--- config.mk ---
export PLATFORM = sky130hd
export DESIGN_NAME = selfprog_ctrl
export DESIGN_NICKNAME = d
export VERILOG_FILES = /design/src/hw/selfprog_pkg.sv /design/src/hw/op_timer.sv /design/src/hw/selfprog_ctrl.sv
export SDC_FILE = /design/constraint.sdc
export NUM_CORES = 1
export LEC_CHECK = 0
export BUFFER_PORTS_ARGS = -buffer_cell sky130_fd_sc_hd__buf_2
export CAP_MARGIN = 25
export CORE_MARGIN = 1.5
export CORE_UTILIZATION = 60
export DETAILED_ROUTE_END_ITERATION = 6
export GPL_ROUTABILITY_DRIVEN = 1
export GPL_TIMING_DRIVEN = 0
export PLACE_DENSITY = 0.85
export SLEW_MARGIN = 0
export SYNTH_ARGS = -nofsm -noshare
export SYNTH_HDL_FRONTEND = slang
export SYNTH_SLANG_ARGS = --single-unit
export TNS_END_PERCENT = 100
--- constraint.sdc ---
create_clock -name clock -period 5.6 [get_ports clock]
set_clock_uncertainty 0.05 [all_clocks]
set_input_delay 0.84 -clock clock [delete_from_list [all_inputs] [get_ports clock]]
set_output_delay 0.84 -clock clock [all_outputs]
set_load 0.05 [all_outputs]
--- src/hw/selfprog_pkg.sv ---
package selfprog_pkg;
  // ----------------------------------------------------------------
  // Control register bit positions
  // ----------------------------------------------------------------
  localparam int BIT_SPM_EN = 0;
  localparam int BIT_PG_ERASE = 1;
  localparam int BIT_PG_WRITE = 2;
  localparam int BIT_LF_SEL = 3;
  localparam int BIT_RWW_REEN = 4;
  localparam int BIT_SIG_SEL = 5;
  localparam int BIT_RWW_BUSY = 6;
  localparam int BIT_INT_EN = 7;
  localparam logic [7:0] CTRL_RESET = 8'h00;

  // ----------------------------------------------------------------
  // Register offsets
  // ----------------------------------------------------------------
  localparam logic [3:0] OFS_CTRL = 4'h0;
  localparam logic [3:0] OFS_FUSE_LO = 4'h1;
  localparam logic [3:0] OFS_FUSE_HI = 4'h2;
  localparam logic [3:0] OFS_FUSE_EXT = 4'h3;
  localparam logic [3:0] OFS_LOCK = 4'h4;
  localparam logic [3:0] OFS_STATUS = 4'h5;

  // ----------------------------------------------------------------
  // Lock/fuse and signature addresses
  // ----------------------------------------------------------------
  localparam logic [15:0] Z_FUSE_LO = 16'h0000;
  localparam logic [15:0] Z_LOCK = 16'h0001;
  localparam logic [15:0] Z_FUSE_EXT = 16'h0002;
  localparam logic [15:0] Z_FUSE_HI = 16'h0003;
  localparam logic [15:0] Z_SIG_ID0 = 16'h0000;
  localparam logic [15:0] Z_SIG_CAL = 16'h0001;
  localparam logic [15:0] Z_SIG_ID1 = 16'h0002;
  localparam logic [15:0] Z_SIG_ID2 = 16'h0004;
  localparam logic [7:0] RESERVED_BYTE = 8'hff;
  localparam logic [7:0] FUSE_RESET = 8'hff;

  // ----------------------------------------------------------------
  // Timing
  // ----------------------------------------------------------------
  localparam int LOAD_WINDOW = 3;
  localparam int STORE_WINDOW = 4;
  localparam int CLK_MHZ = 250;
  localparam int PROG_MIN_US = 3700;
  localparam int PROG_MAX_US = 4500;
  localparam int PROG_MIN_CYC = PROG_MIN_US * CLK_MHZ;
  localparam int PROG_MAX_CYC = PROG_MAX_US * CLK_MHZ;
  localparam int PROG_CYC = (PROG_MIN_CYC + PROG_MAX_CYC) / 2;
endpackage

--- src/hw/op_timer.sv ---
module op_timer
  import selfprog_pkg::*;
#(
  parameter int W = 24
) (
  // Clock and reset
  input wire logic clock,
  input wire logic arst_n,
  input wire logic clk_en,
  // Control
  input wire logic start,
  input wire logic [W-1:0] length,
  // Status
  output logic busy,
  output logic done
);
  logic [W-1:0] cnt_ff, nxt_cnt;
  logic done_ff, nxt_done;

  always_comb begin
    nxt_cnt = cnt_ff;
    nxt_done = 1'b0;
    if (start && cnt_ff == '0) begin
      nxt_cnt = length;
    end else if (cnt_ff != '0) begin
      nxt_cnt = cnt_ff - W'(1);
      nxt_done = (cnt_ff == W'(1));
    end
  end

  always_ff @(posedge clock or negedge arst_n) begin
    if (!arst_n) begin
      cnt_ff <= '0;
      done_ff <= 1'b0;
    end else if (clk_en) begin
      cnt_ff <= nxt_cnt;
      done_ff <= nxt_done;
    end
  end

  assign busy = (cnt_ff != '0);
  assign done = done_ff;
endmodule

--- src/hw/selfprog_ctrl.sv ---
// Decided for this implementation: the plain strobed port and the register offsets.
module selfprog_ctrl
  import selfprog_pkg::*;
#(
  parameter int PROG_CYCLES = PROG_CYC,
  parameter logic [7:0] SIG_ID0 = 8'h11,
  parameter logic [7:0] SIG_ID1 = 8'h22,
  parameter logic [7:0] SIG_ID2 = 8'h33,
  parameter logic [71:0] SERIAL = 72'h0
) (
  // Clock and reset
  input wire logic clock,
  input wire logic arst_n,
  input wire logic clk_en,
  // Register port
  input wire logic [3:0] reg_addr,
  input wire logic [7:0] reg_wdata,
  input wire logic reg_wr,
  input wire logic reg_rd,
  output logic [7:0] reg_rdata,
  // Core instruction port
  input wire logic load_req,
  input wire logic store_req,
  input wire logic [15:0] z_ptr,
  input wire logic [7:0] flash_byte,
  output logic [7:0] load_data,
  output logic load_special,
  // Status from elsewhere
  input wire logic eeprom_write_busy,
  input wire logic [7:0] rc_cal,
  // Flash array side
  output logic erase_pulse,
  output logic write_pulse,
  output logic lock_write_pulse,
  output logic buffer_flush,
  output logic app_read_block,
  output logic [7:0] lock_bits
);
  // ----------------------------------------------------------------
  // State
  // ----------------------------------------------------------------
  logic [7:0] ctrl_ff, nxt_ctrl;
  logic [2:0] win_ff, nxt_win;
  logic [7:0] fuse_lo_ff, nxt_fuse_lo;
  logic [7:0] fuse_hi_ff, nxt_fuse_hi;
  logic [7:0] fuse_ext_ff, nxt_fuse_ext;
  logic [7:0] lock_ff, nxt_lock;
  logic [7:0] rdata_ff, nxt_rdata;
  logic [7:0] ldata_ff, nxt_ldata;
  logic lspec_ff, nxt_lspec;
  logic ee_s1_ff, ee_s2_ff;
  logic er_ff, wr_ff, lw_ff, fl_ff, blk_ff;
  logic nxt_er, nxt_wr, nxt_lw, nxt_fl, nxt_blk;
  logic [7:0] pend_lock_ff, nxt_pend_lock;
  logic pend_lw_ff, nxt_pend_lw;
  logic t_start, t_busy, t_done;
  logic [7:0] special_byte;
  logic [7:0] sig_byte;
  logic rw_refused;
  logic pend_on;

  // ----------------------------------------------------------------
  // Programming timer
  // ----------------------------------------------------------------
  op_timer #(.W(24)) u_timer (
    .clock(clock),
    .arst_n(arst_n),
    .clk_en(clk_en),
    .start(t_start),
    .length(24'(PROG_CYCLES)),
    .busy(t_busy),
    .done(t_done)
  );

  // ----------------------------------------------------------------
  // EEPROM busy synchroniser
  // ----------------------------------------------------------------
  always_ff @(posedge clock or negedge arst_n) begin
    if (!arst_n) begin
      ee_s1_ff <= 1'b0;
      ee_s2_ff <= 1'b0;
    end else if (clk_en) begin
      ee_s1_ff <= eeprom_write_busy;
      ee_s2_ff <= ee_s1_ff;
    end
  end
  assign rw_refused = ee_s2_ff;

  // ----------------------------------------------------------------
  // Signature row
  // ----------------------------------------------------------------
  always_comb begin
    case (z_ptr)
      Z_SIG_ID0: sig_byte = SIG_ID0;
      Z_SIG_CAL: sig_byte = rc_cal;
      Z_SIG_ID1: sig_byte = SIG_ID1;
      Z_SIG_ID2: sig_byte = SIG_ID2;
      16'h000e: sig_byte = SERIAL[15:8];
      16'h000f: sig_byte = SERIAL[7:0];
      16'h0010: sig_byte = SERIAL[31:24];
      16'h0011: sig_byte = SERIAL[23:16];
      16'h0012: sig_byte = SERIAL[47:40];
      16'h0013: sig_byte = SERIAL[39:32];
      16'h0015: sig_byte = SERIAL[55:48];
      16'h0016: sig_byte = SERIAL[63:56];
      16'h0017: sig_byte = SERIAL[71:64];
      default: sig_byte = RESERVED_BYTE;
    endcase
  end

  // ----------------------------------------------------------------
  // Lock and fuse selection
  // ----------------------------------------------------------------
  always_comb begin
    case (z_ptr)
      Z_FUSE_LO: special_byte = fuse_lo_ff;
      Z_LOCK: special_byte = {2'b11, lock_ff[5:0]};
      Z_FUSE_EXT: special_byte = fuse_ext_ff;
      Z_FUSE_HI: special_byte = fuse_hi_ff;
      default: special_byte = RESERVED_BYTE;
    endcase
  end

  // ----------------------------------------------------------------
  // Control register and timed sequence
  // ----------------------------------------------------------------
  always_comb begin
    nxt_ctrl = ctrl_ff;
    nxt_win = win_ff;
    nxt_fuse_lo = fuse_lo_ff;
    nxt_fuse_hi = fuse_hi_ff;
    nxt_fuse_ext = fuse_ext_ff;
    nxt_lock = lock_ff;
    nxt_ldata = flash_byte;
    nxt_lspec = 1'b0;
    nxt_er = 1'b0;
    nxt_wr = 1'b0;
    nxt_lw = 1'b0;
    nxt_fl = 1'b0;
    nxt_blk = blk_ff;
    nxt_pend_lock = pend_lock_ff;
    nxt_pend_lw = pend_lw_ff;
    t_start = 1'b0;
    nxt_rdata = 8'h00;
    pend_on = 1'b0;
    if (pend_lw_ff) begin
      pend_on = 1'b1;
    end
    if (pend_on && !t_busy && !t_done && !rw_refused) begin
      t_start = 1'b1;
    end
    if (win_ff != 3'd0) begin
      nxt_win = win_ff - 3'd1;
    end
    if (t_done) begin
      nxt_ctrl[BIT_SPM_EN] = 1'b0;
      nxt_ctrl[BIT_PG_ERASE] = 1'b0;
      nxt_ctrl[BIT_PG_WRITE] = 1'b0;
      nxt_ctrl[BIT_LF_SEL] = 1'b0;
      nxt_blk = 1'b0;
      if (pend_lw_ff) begin
        nxt_lock = pend_lock_ff;
        nxt_pend_lw = 1'b0;
      end
    end else if (!t_busy && ctrl_ff[BIT_SPM_EN] && win_ff == 3'd1) begin
      nxt_ctrl[5:0] = 6'h00;
    end
    if (ctrl_ff[BIT_SPM_EN] && win_ff > 3'd1 && !t_busy) begin
      if (load_req && (ctrl_ff[BIT_SIG_SEL] || (ctrl_ff[BIT_LF_SEL] &&
          !rw_refused && win_ff > 3'(STORE_WINDOW - LOAD_WINDOW + 1)))) begin
        nxt_lspec = 1'b1;
        nxt_ldata = ctrl_ff[BIT_SIG_SEL] ? sig_byte : special_byte;
        nxt_ctrl[5:0] = 6'h00;
        nxt_win = 3'd0;
      end else if (store_req && !rw_refused && !ctrl_ff[BIT_SIG_SEL]) begin
        nxt_win = 3'd0;
        if (ctrl_ff[BIT_PG_ERASE] || ctrl_ff[BIT_PG_WRITE]) begin
          t_start = 1'b1;
          nxt_er = ctrl_ff[BIT_PG_ERASE];
          nxt_wr = ctrl_ff[BIT_PG_WRITE];
          nxt_blk = 1'b1;
          nxt_ctrl[BIT_RWW_BUSY] = 1'b1;
        end else if (ctrl_ff[BIT_LF_SEL]) begin
          t_start = 1'b1;
          nxt_lw = 1'b1;
          nxt_pend_lw = 1'b1;
          nxt_pend_lock = lock_ff & {2'b11, reg_wdata[5:0] | 6'h00};
        end else if (ctrl_ff[BIT_RWW_REEN]) begin
          nxt_fl = 1'b1;
          nxt_ctrl[BIT_RWW_BUSY] = 1'b0;
          nxt_ctrl[5:0] = 6'h00;
        end else begin
          nxt_ctrl[BIT_RWW_BUSY] = 1'b0;
          nxt_ctrl[5:0] = 6'h00;
        end
      end
    end
    if (reg_wr) begin
      case (reg_addr)
        OFS_CTRL: begin
          nxt_ctrl[BIT_INT_EN] = reg_wdata[BIT_INT_EN];
          if (!t_busy && !rw_refused && !pend_on) begin
            nxt_ctrl[5:0] = reg_wdata[5:0];
            nxt_win = reg_wdata[BIT_SIG_SEL] ?
                      3'(LOAD_WINDOW + 1) : 3'(STORE_WINDOW + 1);
          end
        end
        OFS_FUSE_LO: nxt_fuse_lo = reg_wdata;
        OFS_FUSE_HI: nxt_fuse_hi = reg_wdata;
        OFS_FUSE_EXT: nxt_fuse_ext = reg_wdata;
        default: nxt_rdata = 8'h00;
      endcase
    end
    if (reg_rd) begin
      case (reg_addr)
        OFS_CTRL: nxt_rdata = ctrl_ff;
        OFS_FUSE_LO: nxt_rdata = fuse_lo_ff;
        OFS_FUSE_HI: nxt_rdata = fuse_hi_ff;
        OFS_FUSE_EXT: nxt_rdata = fuse_ext_ff;
        OFS_LOCK: nxt_rdata = lock_ff;
        OFS_STATUS: nxt_rdata = {6'h00, rw_refused, t_busy | pend_on};
        default: nxt_rdata = 8'h00;
      endcase
    end
  end

  // Pending lock-write state lives on a reset that does not abort it
  always_ff @(posedge clock) begin
    if (clk_en) begin
      pend_lock_ff <= nxt_pend_lock;
      pend_lw_ff <= nxt_pend_lw;
    end
  end

  always_ff @(posedge clock or negedge arst_n) begin
    if (!arst_n) begin
      ctrl_ff <= CTRL_RESET;
      win_ff <= 3'd0;
      fuse_lo_ff <= FUSE_RESET;
      fuse_hi_ff <= FUSE_RESET;
      fuse_ext_ff <= FUSE_RESET;
      lock_ff <= FUSE_RESET;
      rdata_ff <= 8'h00;
      ldata_ff <= 8'h00;
      lspec_ff <= 1'b0;
      er_ff <= 1'b0;
      wr_ff <= 1'b0;
      lw_ff <= 1'b0;
      fl_ff <= 1'b0;
      blk_ff <= 1'b0;
    end else if (clk_en) begin
      ctrl_ff <= nxt_ctrl;
      win_ff <= nxt_win;
      fuse_lo_ff <= nxt_fuse_lo;
      fuse_hi_ff <= nxt_fuse_hi;
      fuse_ext_ff <= nxt_fuse_ext;
      lock_ff <= nxt_lock;
      rdata_ff <= nxt_rdata;
      ldata_ff <= nxt_ldata;
      lspec_ff <= nxt_lspec;
      er_ff <= nxt_er;
      wr_ff <= nxt_wr;
      lw_ff <= nxt_lw;
      fl_ff <= nxt_fl;
      blk_ff <= nxt_blk;
    end
  end

  assign reg_rdata = rdata_ff;
  assign load_data = ldata_ff;
  assign load_special = lspec_ff;
  assign erase_pulse = er_ff;
  assign write_pulse = wr_ff;
  assign lock_write_pulse = lw_ff;
  assign buffer_flush = fl_ff;
  assign app_read_block = blk_ff;
  assign lock_bits = lock_ff;

  // ----------------------------------------------------------------
  // Assertions
  // ----------------------------------------------------------------
  a_refuse_prog: assert property (@(posedge clock) disable iff (!arst_n)
    clk_en && rw_refused && !t_busy |=> !t_busy)
    else $error("Programming started during EEPROM write");
  a_refuse_read: assert property (@(posedge clock) disable iff (!arst_n)
    clk_en && rw_refused && reg_wr && reg_addr == OFS_CTRL && !t_busy
    |=> ctrl_ff[5:0] == $past(ctrl_ff[5:0]) || !ctrl_ff[BIT_SPM_EN])
    else $error("Command accepted during EEPROM write");
  a_window_clear: assert property (@(posedge clock) disable iff (!arst_n)
    clk_en && win_ff == 3'd1 && !t_busy && !reg_wr && !t_done
    |=> ctrl_ff[BIT_SPM_EN] == 1'b0)
    else $error("Enable bit outlived its window");
  a_lock_layout: assert property (@(posedge clock) disable iff (!arst_n)
    clk_en && lspec_ff && $past(z_ptr) == Z_LOCK && $past(ctrl_ff[3])
    |-> load_data[7:6] == 2'b11)
    else $error("Lock byte upper bits wrong");
  a_one_load: assert property (@(posedge clock) disable iff (!arst_n)
    clk_en && lspec_ff |=> !lspec_ff)
    else $error("Special read lasted more than one load");
  a_block_busy: assert property (@(posedge clock) disable iff (!arst_n)
    erase_pulse || write_pulse |-> app_read_block)
    else $error("Application area readable during programming");
  a_flush_clear: assert property (@(posedge clock) disable iff (!arst_n)
    buffer_flush |-> !ctrl_ff[BIT_RWW_BUSY])
    else $error("Flush left busy flag set");
  a_sig_cal: assert property (@(posedge clock) disable iff (!arst_n)
    clk_en && nxt_lspec && ctrl_ff[BIT_SIG_SEL] && z_ptr == Z_SIG_CAL
    |=> load_data == $past(rc_cal))
    else $error("Calibration byte not returned");
endmodule

=== Word level (Yosys, flattened, before mapping) ===
Index checks and enable logic that the tools add are counted.

* Register bits: 101
* Input bits: 52
* Logic and storage cells: 159

* Add/sub/neg operators: 2
* $lt $le $gt $ge: 2
* Eq/ne operators: 21
* Multiplexer cells: 71
* Bitwise logic cells: 4
* Reduce and logical (&&, ||, !) cells: 37

{| class="wikitable"
|+ Operator list
! cell !! number
|-
| 16-bit by 5-bit equality test with 1-bit output (second input constant) || 7
|-
| 6-bit two-way mux || 9
|-
| 24-bit two-way mux || 2
|-
| 8-bit one-hot mux with 6 select lines || 1
|-
| 1-bit two-way mux || 43
|-
| 8-bit one-hot mux with 5 select lines || 1
|-
| 16-bit by 2-bit equality test with 1-bit output (second input constant) || 2
|-
| 16-bit by 4-bit equality test with 1-bit output (second input constant) || 2
|-
| 8-bit two-way mux || 4
|-
| 8-bit one-hot mux with 4 select lines || 1
|-
| 24-bit by 1-bit equality test with 1-bit output (second input constant) || 1
|-
| 24-bit zero test || 1
|-
| 24-bit nonzero test || 1
|-
| 24-bit by 1-bit subtractor with 24-bit output (second input constant) || 1
|-
| 3-bit two-way mux || 7
|-
| 16-bit by 1-bit equality test with 1-bit output (second input constant) || 1
|-
| 16-bit by 3-bit equality test with 1-bit output (second input constant) || 1
|-
| 16-bit zero test || 1
|-
| 1-bit logical AND || 15
|-
| 3-bit AND reduction || 5
|-
| 9-bit OR reduction || 1
|-
| 8-bit AND || 1
|-
| 4-bit by 2-bit equality test with 1-bit output (second input constant) || 2
|-
| 4-bit by 3-bit equality test with 1-bit output (second input constant) || 2
|-
| other kinds (19) || 25
|}

=== Longest topological paths before layout ===
Gate-level depths: netlist of run 1.

* Depth in word-level cells: 15
* Depth in mapped cells: 10
* Depth with buffers taken out: 8

=== By module ===
From an unflattened synthesis of run 1, not the netlist that was laid out.

* Cell total of the unflattened synthesis: 577
* Area, all modules: 5,839.4 µm²

{| class="wikitable"
|+ By module, submodules not included
! module !! instances !! cells an instance !! area each (µm²) !! sequential area each (µm²)
|-
| selfprog_ctrl || 1 || 378 || 4,146.5 || 1,986.9
|-
| op_timer || 1 || 199 || 1,692.9 || 625.6
|}

=== Worst setup path after synthesis of run 1 ===
No wires, ideal clock.

* Path type: input -> register
* From: input store_req
* To: register pend_lock_ff[0], enable pin
* Setup time: 0.395 ns
* Data arrival time: 2.683 ns
* Setup slack: 2.472 ns
* Cell stages on the path: 4
* Buffers on the path: 0
* Cell sequence: or3b_2 > nor3b_1 > nand3_1 > nor4_1

* Cells in the longest elaborated chain, start to end: 3

{| class="wikitable"
|+ RTL lines
! what !! line !! RTL
|-
| from (decl) || selfprog_ctrl.sv:23 || <nowiki>input wire logic store_req,</nowiki>
|-
| 1-bit logical AND (2 in a row) || selfprog_ctrl.sv:175 || <nowiki>end else if (store_req && !rw_refused && !ctrl_ff[BIT_SIG_SEL]) begin</nowiki>
|-
| 6-bit AND reduction (no line) || n/a ||
|-
| to (signal assigned) || selfprog_ctrl.sv:230 || <nowiki>pend_lock_ff <= nxt_pend_lock;</nowiki>
|-
| to (decl) || selfprog_ctrl.sv:54 || <nowiki>logic [7:0] pend_lock_ff, nxt_pend_lock;</nowiki>
|}

No other way between the ends.
A chain may end at the register's enable or synchronous reset.

=== Final worst setup path of run 1 ===
* From: input z_ptr[13]
* To: register ldata_ff[6] (netlist: load_data[6])

* Cells in the longest elaborated chain, start to end: 6
* Elaborated cells on any way between the ends: 20

{| class="wikitable"
|+ RTL lines
! what !! line !! RTL
|-
| from (decl) || selfprog_ctrl.sv:24 || <nowiki>input wire logic [15:0] z_ptr,</nowiki>
|-
| 16-bit by 5-bit equality test with 1-bit output / 16-bit by 4-bit equality test with 1-bit output (equally long branches) || selfprog_ctrl.sv:93 || <nowiki>case (z_ptr)</nowiki>
|-
| 9-bit OR reduction (no line) || n/a ||
|-
| 8-bit one-hot mux with 5 select lines || selfprog_ctrl.sv:93 ||
|-
| 8-bit two-way mux (*) || selfprog_ctrl.sv:172 || <nowiki>nxt_ldata = ctrl_ff[BIT_SIG_SEL] ? sig_byte : special_byte;</nowiki>
|-
| 8-bit two-way mux (*) || selfprog_ctrl.sv:169 || <nowiki>if (load_req && (ctrl_ff[BIT_SIG_SEL] || (ctrl_ff[BIT_LF_SEL] &&</nowiki>
|-
| 8-bit two-way mux (*) || selfprog_ctrl.sv:168 || <nowiki>if (ctrl_ff[BIT_SPM_EN] && win_ff > 3'd1 && !t_busy) begin</nowiki>
|-
| to (signal assigned) || selfprog_ctrl.sv:259 || <nowiki>ldata_ff <= nxt_ldata;</nowiki>
|-
| to (decl) || selfprog_ctrl.sv:49 || <nowiki>logic [7:0] ldata_ff, nxt_ldata;</nowiki>
|}

Every way passes the cells marked *; elsewhere a longest branch is shown, timed or not.

==> results of run 1 <==
cell type report:
cell class	count	area, um^2
plain buffers	23	92.59
clock buffers	9	123.9
clock inverters	7	72.57
fillers	665	2531
inverters	16	60.06
multi-input cells	373	2613
flip-flops and latches	101	2613
well taps	108	135.1
repair buffers	82	437.9
layer usage:
metal / vias up / part of all wire, % / global-route usage, %
li1: 2133 / - / -
met1: 2296 / 40 / 39.99
met2: 194 / 50 / 52.78
met3: 30 / 7.4 / 6.978
met4: 0 / 2.5 / 13.74
met5: - / 0 / 0
stage by stage:
stage	hold WS (ns)	area, um^2
2_1_floorplan	0.3887	5371
3_3_place_gp	0.4074	5907
3_5_place_dp	0.4164	5951
4_1_cts	0.3360	6147
5_1_grt	0.3465	6147
6_report	0.3323	6147
Yosys cell counts, drive strengths merged (5+ instances only):
cell	n
a21oi	20
a221oi	6
a222oi	6
a22o	12
a31oi	11
and2	6
and3	7
buf	6
clkbuf	17
dfrtp	60
dfstp	32
edfxtp	9
ha	7
inv	16
mux2	42
mux2i	5
nand2	36
nand3	11
nor2	35
nor2b	13
nor3	10
nor4	12
o211ai	8
o21ai	36
o2bb2ai	9
o31ai	11
or3	9
or4	7
xor2	5
worst min-delay path by stage:
stage / start / to / slack, ns / depth (start not counted)
floorplan: u_timer.cnt_ff[4] / u_timer.cnt_ff[4] / 0.39 / 1
global placement: pend_lock_ff[1] / lock_bits[1] / 0.41 / 1
detailed placement: pend_lock_ff[7] / lock_bits[7] / 0.42 / 1
CTS: arst_n / u_timer.cnt_ff[20] / 0.34 / 1
global route: arst_n / u_timer.cnt_ff[18] / 0.35 / 1
finish: arst_n / u_timer.cnt_ff[18] / 0.33 / 1
layout by cell type (no fill, tap or decap), types with 10 or more instances in the layout:
master / count
nor2_1: 35
mux2_2: 42
inv_1: 16
nor2b_1: 13
nor3_1: 10
buf_2: 84
o21ai_0: 33
a21oi_1: 20
clkbuf_1: 17
a22o_1: 12
nand3_1: 11
dfrtp_1: 60
dfstp_2: 32
a31oi_1: 11
nand2_1: 36
o31ai_1: 11
logic make-up after synthesis:
group / after synthesis
DFF: 101
muxes: 47
and+or+nand+nor: 166
xor gates and xnor gates: 7
adders and majority gates: 7
buffers and inverters: 39
AOI/OAI and AO/OA: 146
power groups by stage:
stage	sequential, uW	clock (uW)	combinational, uW
after floorplan	1020	0	302
after global placement	1000	0	435
after detailed placement	1020	0	460
after CTS	1000	474	462
after global routing	1030	497	520
final	1010	469	461
==> metrics, run 1 <==
Max Cap Viol 0; Final Hold Fails 0; fin crit share 58.33%; Simple-Gate Fraction of Synth Area 16.91%; Reg2Reg Setup Slack 2.43 ns; RSZ-0062 raised after global routing false; Async SR Flop Fraction ~91%; number of flops mapped to enable cells by yosys 9; P per Cell Area approximately 320 nW/um^2; drt first pass iters 7; CP Capture Type flop; largest net degree at the start of global routing between 60 and 70; Via density roughly 6.5; status completed; root buf cell clkbuf_8; Setup TNS 0 ns; CP endpoint load_data[6]; top cell type by total area after synthesis dfrtp_1; post-synthesis mux area share under 10%; synthesized cell area approximately 5400 um^2; WP buf/inv 2; die area between 9000 and 10000 um^2; Post-Syn Nets around 570; Post-CTS Hold Buffers 0; Largest register FFs 24; part of the power in combinational logic about a quarter; TritonCTS clock tree done; yosys warns 0; combinational family with the most area after synthesis compound AO/OA/AOI/OAI gates; Worst-Skew Late Latency 0.37 ns; GRT Total Usage between 30% and 40%; Seq pwr share 52.0%; CP Max Fanout 6; FF-to-FF Start ctrl_ff[5]; WP depth 7; # port buffers 80; vias in the first global route 4773; static leakage approximately 0.0027 uW; worst reg-to-reg path cell count 6; Net Switching ~650 uW; Synth top area share ~28%; r2r endpoint load_data[6]; drt initial violations ~350; dpl cells roughly 700; CTS resizes 0; min-delay worst type in -> async; xor and xnor area share after synthesis 1.141%; DR DRC count 0; Die Ht between 90 and 100 um; final worst setup slack approximately 2.3 ns; Setup crit start z_ptr[13]; FP Rows 34; total number of vias about 4.7k; GP Congestion 0.9400; predominant post-synthesis flop cell dfrtp_1; Placement Setup Slack between 2 and 2.5 ns; Initial Utilization 61.89%; maximum VDD drop approximately 210 uV; fin. max-slew vios 0; Avg Inst Size Synth roughly 10 um^2; non-filler cells, final slightly above 700; fin util around 70%; Worst-path clk slew about 0.10 ns; postcts setup bufs 0; Adder-Cell Fraction of Synth Area around 1.6%; core area 8678 um^2; drt total wl 14.44 mm; #FFs+latches synth between 100 and 150; power consumption slightly below 2000 uW; min Tclk post-route 3.266 ns; final layout net count approximately 670; CTS Sinks a little over 100; CP Launch Type primary input; fmax between 0.3 and 0.4 GHz; relative slew slack approximately 29%; Worst EP required 5.77 ns; DRT antenna net count 0; clock power share 24.2%; worst path cell trace buf_2 > or4_1 > buf_2 > nor4_1 > o21ai_0 > a221oi_1 > o31ai_1; Crit-path slowest cell nor4_1; initial antenna violation count 0; register area share after synthesis between 40% and 50%; Syn-to-layout area delta 14.44%; Inserted Diodes 0; Post-Synthesis Cells 513; delay-heaviest family, CP simple AND/OR/NAND/NOR gates; total grt overflow 0; Die Wd 97.62 um; Yosys cell types 66; post-DP HPWL between 10 and 15 mm; crit path DAT between 3 and 4 ns; Compound-Gate Fraction of Synth Area between 10% and 20%; clk buf depth 2; Tightest Pin Transition 1.059 ns; CP dominant cell by count buf_2; first-pass GRT wire length ~24 mm; WS Path Type in -> reg; DR WL/cell between 20 and 25 um; Reg with most FFs u_timer.cnt_ff; Slowest Stage Delay on Critical Path a little under 0.9 ns; Num CTS Buffers 9; # IOs between 80 and 90; Final setup viols 0; total number of H-tree levels 3; P_int 1290 uW; Area contributors post-synth dfrtp_1, dfstp_2, mux2_2; layout cell share with drive strength beyond 1 about a third; switching share of power between 30% and 40%
(Power assumes the default switching activity.)
==> inputs of run 2 (changes only) <==
- CORE_UTILIZATION: 60 -> 57
- PLACE_DENSITY: 0.85 -> 0.81
- clock period: 5.6 -> 3.2 ns (I/O delays scaled with it)
==> metrics, run 2 (synthesized netlist as in run 1, its figures left out) <==
Inserted Diodes 0 (unchanged); Tightest Pin Transition 0.8619 ns (was 1.059 ns); Via density 6.541 (was 6.471); initial antenna violation count 0 (unchanged); status completed (unchanged); DRT antenna net count 0 (unchanged); largest net degree at the start of global routing 68 (was 65); Die Wd 100.1 um (was 97.62 um); Syn-to-layout area delta 14.68% (was 14.44%); Max Cap Viol 0 (unchanged); total grt overflow 0 (unchanged); relative slew slack 42.01% (was 28.75%); Crit-path slowest cell dfrtp_1 (was nor4_1); power consumption 3369 uW (was 1939 uW); # IOs 82 (unchanged); Slowest Stage Delay on Critical Path 0.43 ns (was 0.87 ns); GP Congestion 0.9233 (was 0.9400); CP Max Fanout 10 (was 6); CP Launch Type flop (was primary input); Initial Utilization 58.41% (was 61.89%); static leakage 0.002668 uW (was 0.002664 uW); Final setup viols 0 (unchanged); Die Ht 100.1 um (was 97.62 um); postcts setup bufs 0 (unchanged); maximum VDD drop 280.5 uV (was 214.8 uV); first-pass GRT wire length 22.25 mm (was 23.87 mm); Reg2Reg Setup Slack 0.33 ns (was 2.43 ns); clk buf depth 2 (unchanged); core area 9196 um^2 (was 8678 um^2); min-delay worst type in -> reg (was in -> async); DR WL/cell 19.57 um (was 20.08 um); Worst-Skew Late Latency 0.37 ns (about the same); Worst-path clk slew 0.11 ns (was 0.10 ns); crit path DAT 2.91 ns (was 3.43 ns); Num CTS Buffers 9 (unchanged); dpl cells 706 (was 703); drt first pass iters 5 (was 7); Worst EP required 3.24 ns (was 5.77 ns); WS Path Type reg -> reg (was in -> reg); # port buffers 80 (unchanged); fin util 66.98% (was 70.83%); root buf cell clkbuf_8 (unchanged); FP Rows 35 (was 34); DR DRC count 0 (unchanged); RSZ-0062 raised after global routing false (unchanged); post-DP HPWL 10.53 mm (was 10.83 mm); total number of vias 4729 (was 4653); multi-input logic area 2618 um^2 (was 2613 um^2); TritonCTS clock tree done (unchanged); CP Capture Type flop (unchanged); Fin Hold WS 0.2773 ns (was 0.3323 ns); Reg with most FFs u_timer.cnt_ff (unchanged); Largest register FFs 24 (unchanged); die area 10020 um^2 (was 9529 um^2); final layout net count 666 (was 665); Setup TNS 0 ns (unchanged); non-filler cells, final 723 (was 719); GRT Total Usage 28.73% (was 31.76%); P per Cell Area 547.0 nW/um^2 (was 315.4 nW/um^2); layout cell share with drive strength beyond 1 31.54% (was 31.42%); drt total wl 14.15 mm (was 14.44 mm); fmax 0.3483 GHz; WP buf/inv 2 (unchanged); Final Hold Fails 0 (unchanged); delay-heaviest family, CP simple AND/OR/NAND/NOR gates (unchanged); commonest non-fill, non-tap cell in the layout buf_2 (unchanged); min Tclk post-route between 2 and 3 ns; Register Area 2613 um^2 (unchanged); fin crit share between 80% and 90%; worst path cell trace nor3_1 > nand4b_1 > nor3_2 > buf_2 > nand3_1 > nor4_2 > buf_4 (was buf_2 > or4_1 > buf_2 > nor4_1 > o21ai_0 > a221oi_1 > o31ai_1); CTS Sinks 101 (unchanged); drt initial violations 534 (was 351); fin. max-slew vios 0 (unchanged); vias in the first global route 4425 (was 4773); total number of H-tree levels 3 (unchanged); number of fill cells 719 (was 665); most frequent cells in the layout buf_2, dfrtp_1, mux2_2 (unchanged)
-- run 2: metrics by stage --
step,area [um^2],setup slack [ns]
6_report,6160,0.3292
5_1_grt,6160,0.01110
4_1_cts,6155,0.2063
3_5_place_dp,5954,0.2269
3_3_place_gp,5911,-0.8473
2_1_floorplan,5371,0.1429
-- run 2: power by group --
group | internal, uW | total, uW | switching [uW]
Clock | 307 | 797 | 490
Sequential | 1550 | 1760 | 209
Combinational | 348 | 816 | 468
Total | 2200 | 3370 | 1170
-- run 2: final timing paths --
| check | endpoint | start | depth (start not counted) |
|---|---|---|---|
| max in group asynchronous | fuse_lo_ff[4] | arst_n | 3 |
| worst max-delay path | pend_lock_ff[1] | u_timer.cnt_ff[6] | 7 |
| worst max register to register | pend_lock_ff[1] | u_timer.cnt_ff[6] | 7 |
| worst min register to register | lock_bits[5] | pend_lock_ff[5] | 1 |
| worst min-delay path | load_data[4] | flash_byte[4] | 3 |
| min in group asynchronous | ee_s1_ff | arst_n | 2 |
-- run 2: metal layers --
layer  global-route usage [%]  wire (um)  vias to the layer above
met5                        0          0                        -
met4                    6.176        246                        0
met3                    6.894       1148                       32
met2                    45.68       6648                      231
met1                    40.45       6104                     2338
li1                         -          -                     2128
-- run 2: repair_timing --
action | CTS | global route
gates resized for setup | 0 | 1
endpoints found under the setup margin | 0 | 14
endpoints found under the hold margin | 22 | 0
hold buffers | 1 | 0
-- run 2: worst register-to-register path: cells and delay by family (launching register included) --
family | cells | cell delay [ns]
buffers and inverters | 2 | 0.52
flip-flops | 1 | 0.43
AND/OR/NAND/NOR | 5 | 1.58
-- run 2: cell type report --
type,instances,area share (%)
Multi-Input combinational cell,373,42.49
Timing Repair Buffer,83,7.272
Clock buffer,10,2.072
Inverter,16,0.9750
Tap cell,111,2.255
Sequential cell,101,42.41
Buffer,23,1.503
Clock inverter,6,1.016
==> inputs of run 3 (changes only) <==
- CORE_MARGIN: 1.5 -> 2
- CTS_BUF_LIST: unset -> sky130_fd_sc_hd__clkbuf_16
==> metrics, run 3 (synthesized netlist as in run 1, its figures left out) <==
total grt overflow 0 (unchanged); total number of vias 4699 (was 4729); Reg with most FFs u_timer.cnt_ff (unchanged); CP Max Fanout 9 (was 10); total number of H-tree levels 3 (unchanged); Max Cap Viol 0 (unchanged); Initial Utilization 58.41% (unchanged); min Tclk post-route 2.918 ns (was 2.871 ns); WP depth 6 (was 7); Inserted Diodes 0 (unchanged); WS Path Type reg -> reg (unchanged); initial antenna violation count 0 (unchanged); final layout net count 665 (was 666); min-delay worst type in -> async (was in -> reg); Setup TNS 0 ns (unchanged); vias in the first global route 4444 (was 4425); Num CTS Buffers 9 (unchanged); Worst EP required 3.38 ns (was 3.24 ns); drt initial violations 402 (was 534); die area 10220 um^2 (was 10020 um^2); fin util 68.10% (was 66.98%); CP Capture Type flop (unchanged); TritonCTS clock tree done (unchanged); Die Wd 101.1 um (was 100.1 um); CP Launch Type flop (unchanged); Post-CTS Hold Buffers 0 (was 1); drt first pass iters 5 (unchanged); relative slew slack 34.77% (was 42.01%); Via density 6.508 (was 6.541); GRT Total Usage 28.86% (was 28.73%); RSZ-0062 raised after global routing false (unchanged); # port buffers 80 (unchanged); Worst-path clk slew 0.08 ns (was 0.11 ns); CTS Sinks 101 (unchanged); DR WL/cell 20.09 um (was 19.57 um); core area 9196 um^2 (unchanged); Largest register FFs 24 (unchanged); fin crit share 91.18% (was 89.71%); part of the power in combinational logic 22.1% (was 24.2%); Slowest Stage Delay on Critical Path 0.75 ns (was 0.43 ns); Worst-Skew Late Latency 0.35 ns (was 0.37 ns); WP buf/inv 1 (was 2); first-pass GRT wire length 22.68 mm (was 22.25 mm); crit path DAT 3.09 ns (was 2.91 ns); Crit-path slowest cell nor4_1 (was dfrtp_1); post-DP HPWL 10.50 mm (was 10.53 mm); maximum VDD drop 372.9 uV (was 280.5 uV); status completed (unchanged); FP Rows 35 (unchanged); clk buf depth 2 (unchanged); drt total wl 14.51 mm (was 14.15 mm); clock power share 30.0% (was 23.7%); DRT antenna net count 0 (unchanged); layout cell share with drive strength beyond 1 31.91% (was 31.54%); static leakage 0.002711 uW (was 0.002668 uW); commonest non-fill, non-tap cell in the layout buf_2 (unchanged); postcts setup bufs 0 (unchanged); most frequent cells in the layout buf_2, dfrtp_1, mux2_2 (unchanged); non-filler cells, final 722 (was 723); fmax 0.3427 GHz (was 0.3483 GHz); Cell Area, Placed 5954 um^2 (unchanged); Tightest Pin Transition 0.9694 ns (was 0.8619 ns); switching share of power 33.43% (was 34.62%); largest net degree at the start of global routing 57 (was 68); GP Congestion 0.9275 (was 0.9233); delay-heaviest family, CP simple AND/OR/NAND/NOR gates (unchanged); fin. max-slew vios 0 (unchanged); Seq pwr share 47.9% (was 52.1%); P_int 2450 uW (was 2203 uW); Die Ht 101.1 um (was 100.1 um); root buf cell clkbuf_16 (was clkbuf_8); Net Switching 1230 uW (was 1167 uW); Final setup viols 0 (unchanged); Final Hold Fails 0 (unchanged); # IOs 82 (unchanged); CTS resizes 0 (unchanged); Design Area, Final 6262 um^2 (was 6160 um^2); number of fill cells 712 (was 719); dpl cells 706 (unchanged); Syn-to-layout area delta 16.59% (was 14.68%); worst path cell trace clkbuf_1 > or4_1 > nor4_1 > o21ai_0 > a221oi_1 > o31ai_1 (was nor3_1 > nand4b_1 > nor3_2 > buf_2 > nand3_1 > nor4_2 > buf_4); DR DRC count 0 (unchanged); P per Cell Area 587.7 nW/um^2 (was 547.0 nW/um^2); worst reg-to-reg path cell count 6 (was 7)
[run 3: cell types whose count changed in the layout (fill, tap and decap cells not counted)]
cell,before,now
clkbuf_1,18,17
dlygate4sd3_1,1,0
inv_6,4,3
clkbuf_8,9,0
inv_8,1,2
nor3_1,9,8
nor3_2,1,2
clkinvlp_4,0,1
clkbuf_16,0,9
[run 3: stage by stage]
stage / worst slack [ns] / power [uW] / hold slack (ns)
after floorplan: 0.1429 / 2310 / 0.1344
after global placement: -0.8590 / 2520 / 0.4066
after detailed placement: 0.1834 / 2574 / 0.4189
after CTS: 0.1352 / 3667 / 0.04749
after global routing: 0.07742 / 3859 / 0.07131
final: 0.2823 / 3680 / 0.03190
[run 3: power groups by stage]
stage	clock [uW]	sequential (uW)	combinational, uW
after floorplan	0	1780	529
after global placement	0	1750	765
after detailed placement	0	1770	801
after CTS	1110	1750	808
after global routing	1160	1790	909
final	1100	1760	814
[run 3: area by class of cell]
type / count / area (um^2) / share of cell area [%]
multi-input combinational: 373 / 2623 / 41.88
sequential: 101 / 2613 / 41.72
timing repair buffer: 82 / 437.9 / 6.993
clock buffer: 9 / 225.2 / 3.596
tap: 111 / 138.9 / 2.218
buffer: 23 / 92.59 / 1.479
clock inverter: 7 / 72.57 / 1.159
inverter: 16 / 60.06 / 0.9590
[run 3: path summary, 6_finish.rpt]
kind | start | endpoint | slack, ns
hold / removal | arst_n | u_timer.cnt_ff[8] | 0.03
setup reg to reg | ctrl_ff[5] | load_data[6] | 0.28
min in group clock | flash_byte[4] | load_data[4] | 0.30
setup / recovery | ctrl_ff[5] | load_data[6] | 0.28
max in group asynchronous | arst_n | fuse_hi_ff[0] | 2.38
hold reg to reg | pend_lock_ff[7] | lock_bits[7] | 0.44
[run 3: routing by layer]
layer,global-route usage [%],share of wire [%],vias to the layer above
li1,-,-,2132
met1,41.08,42,2289
met2,44.37,47,244
met3,6.033,9.4,34
met4,9.459,2.3,0
met5,0,0,-
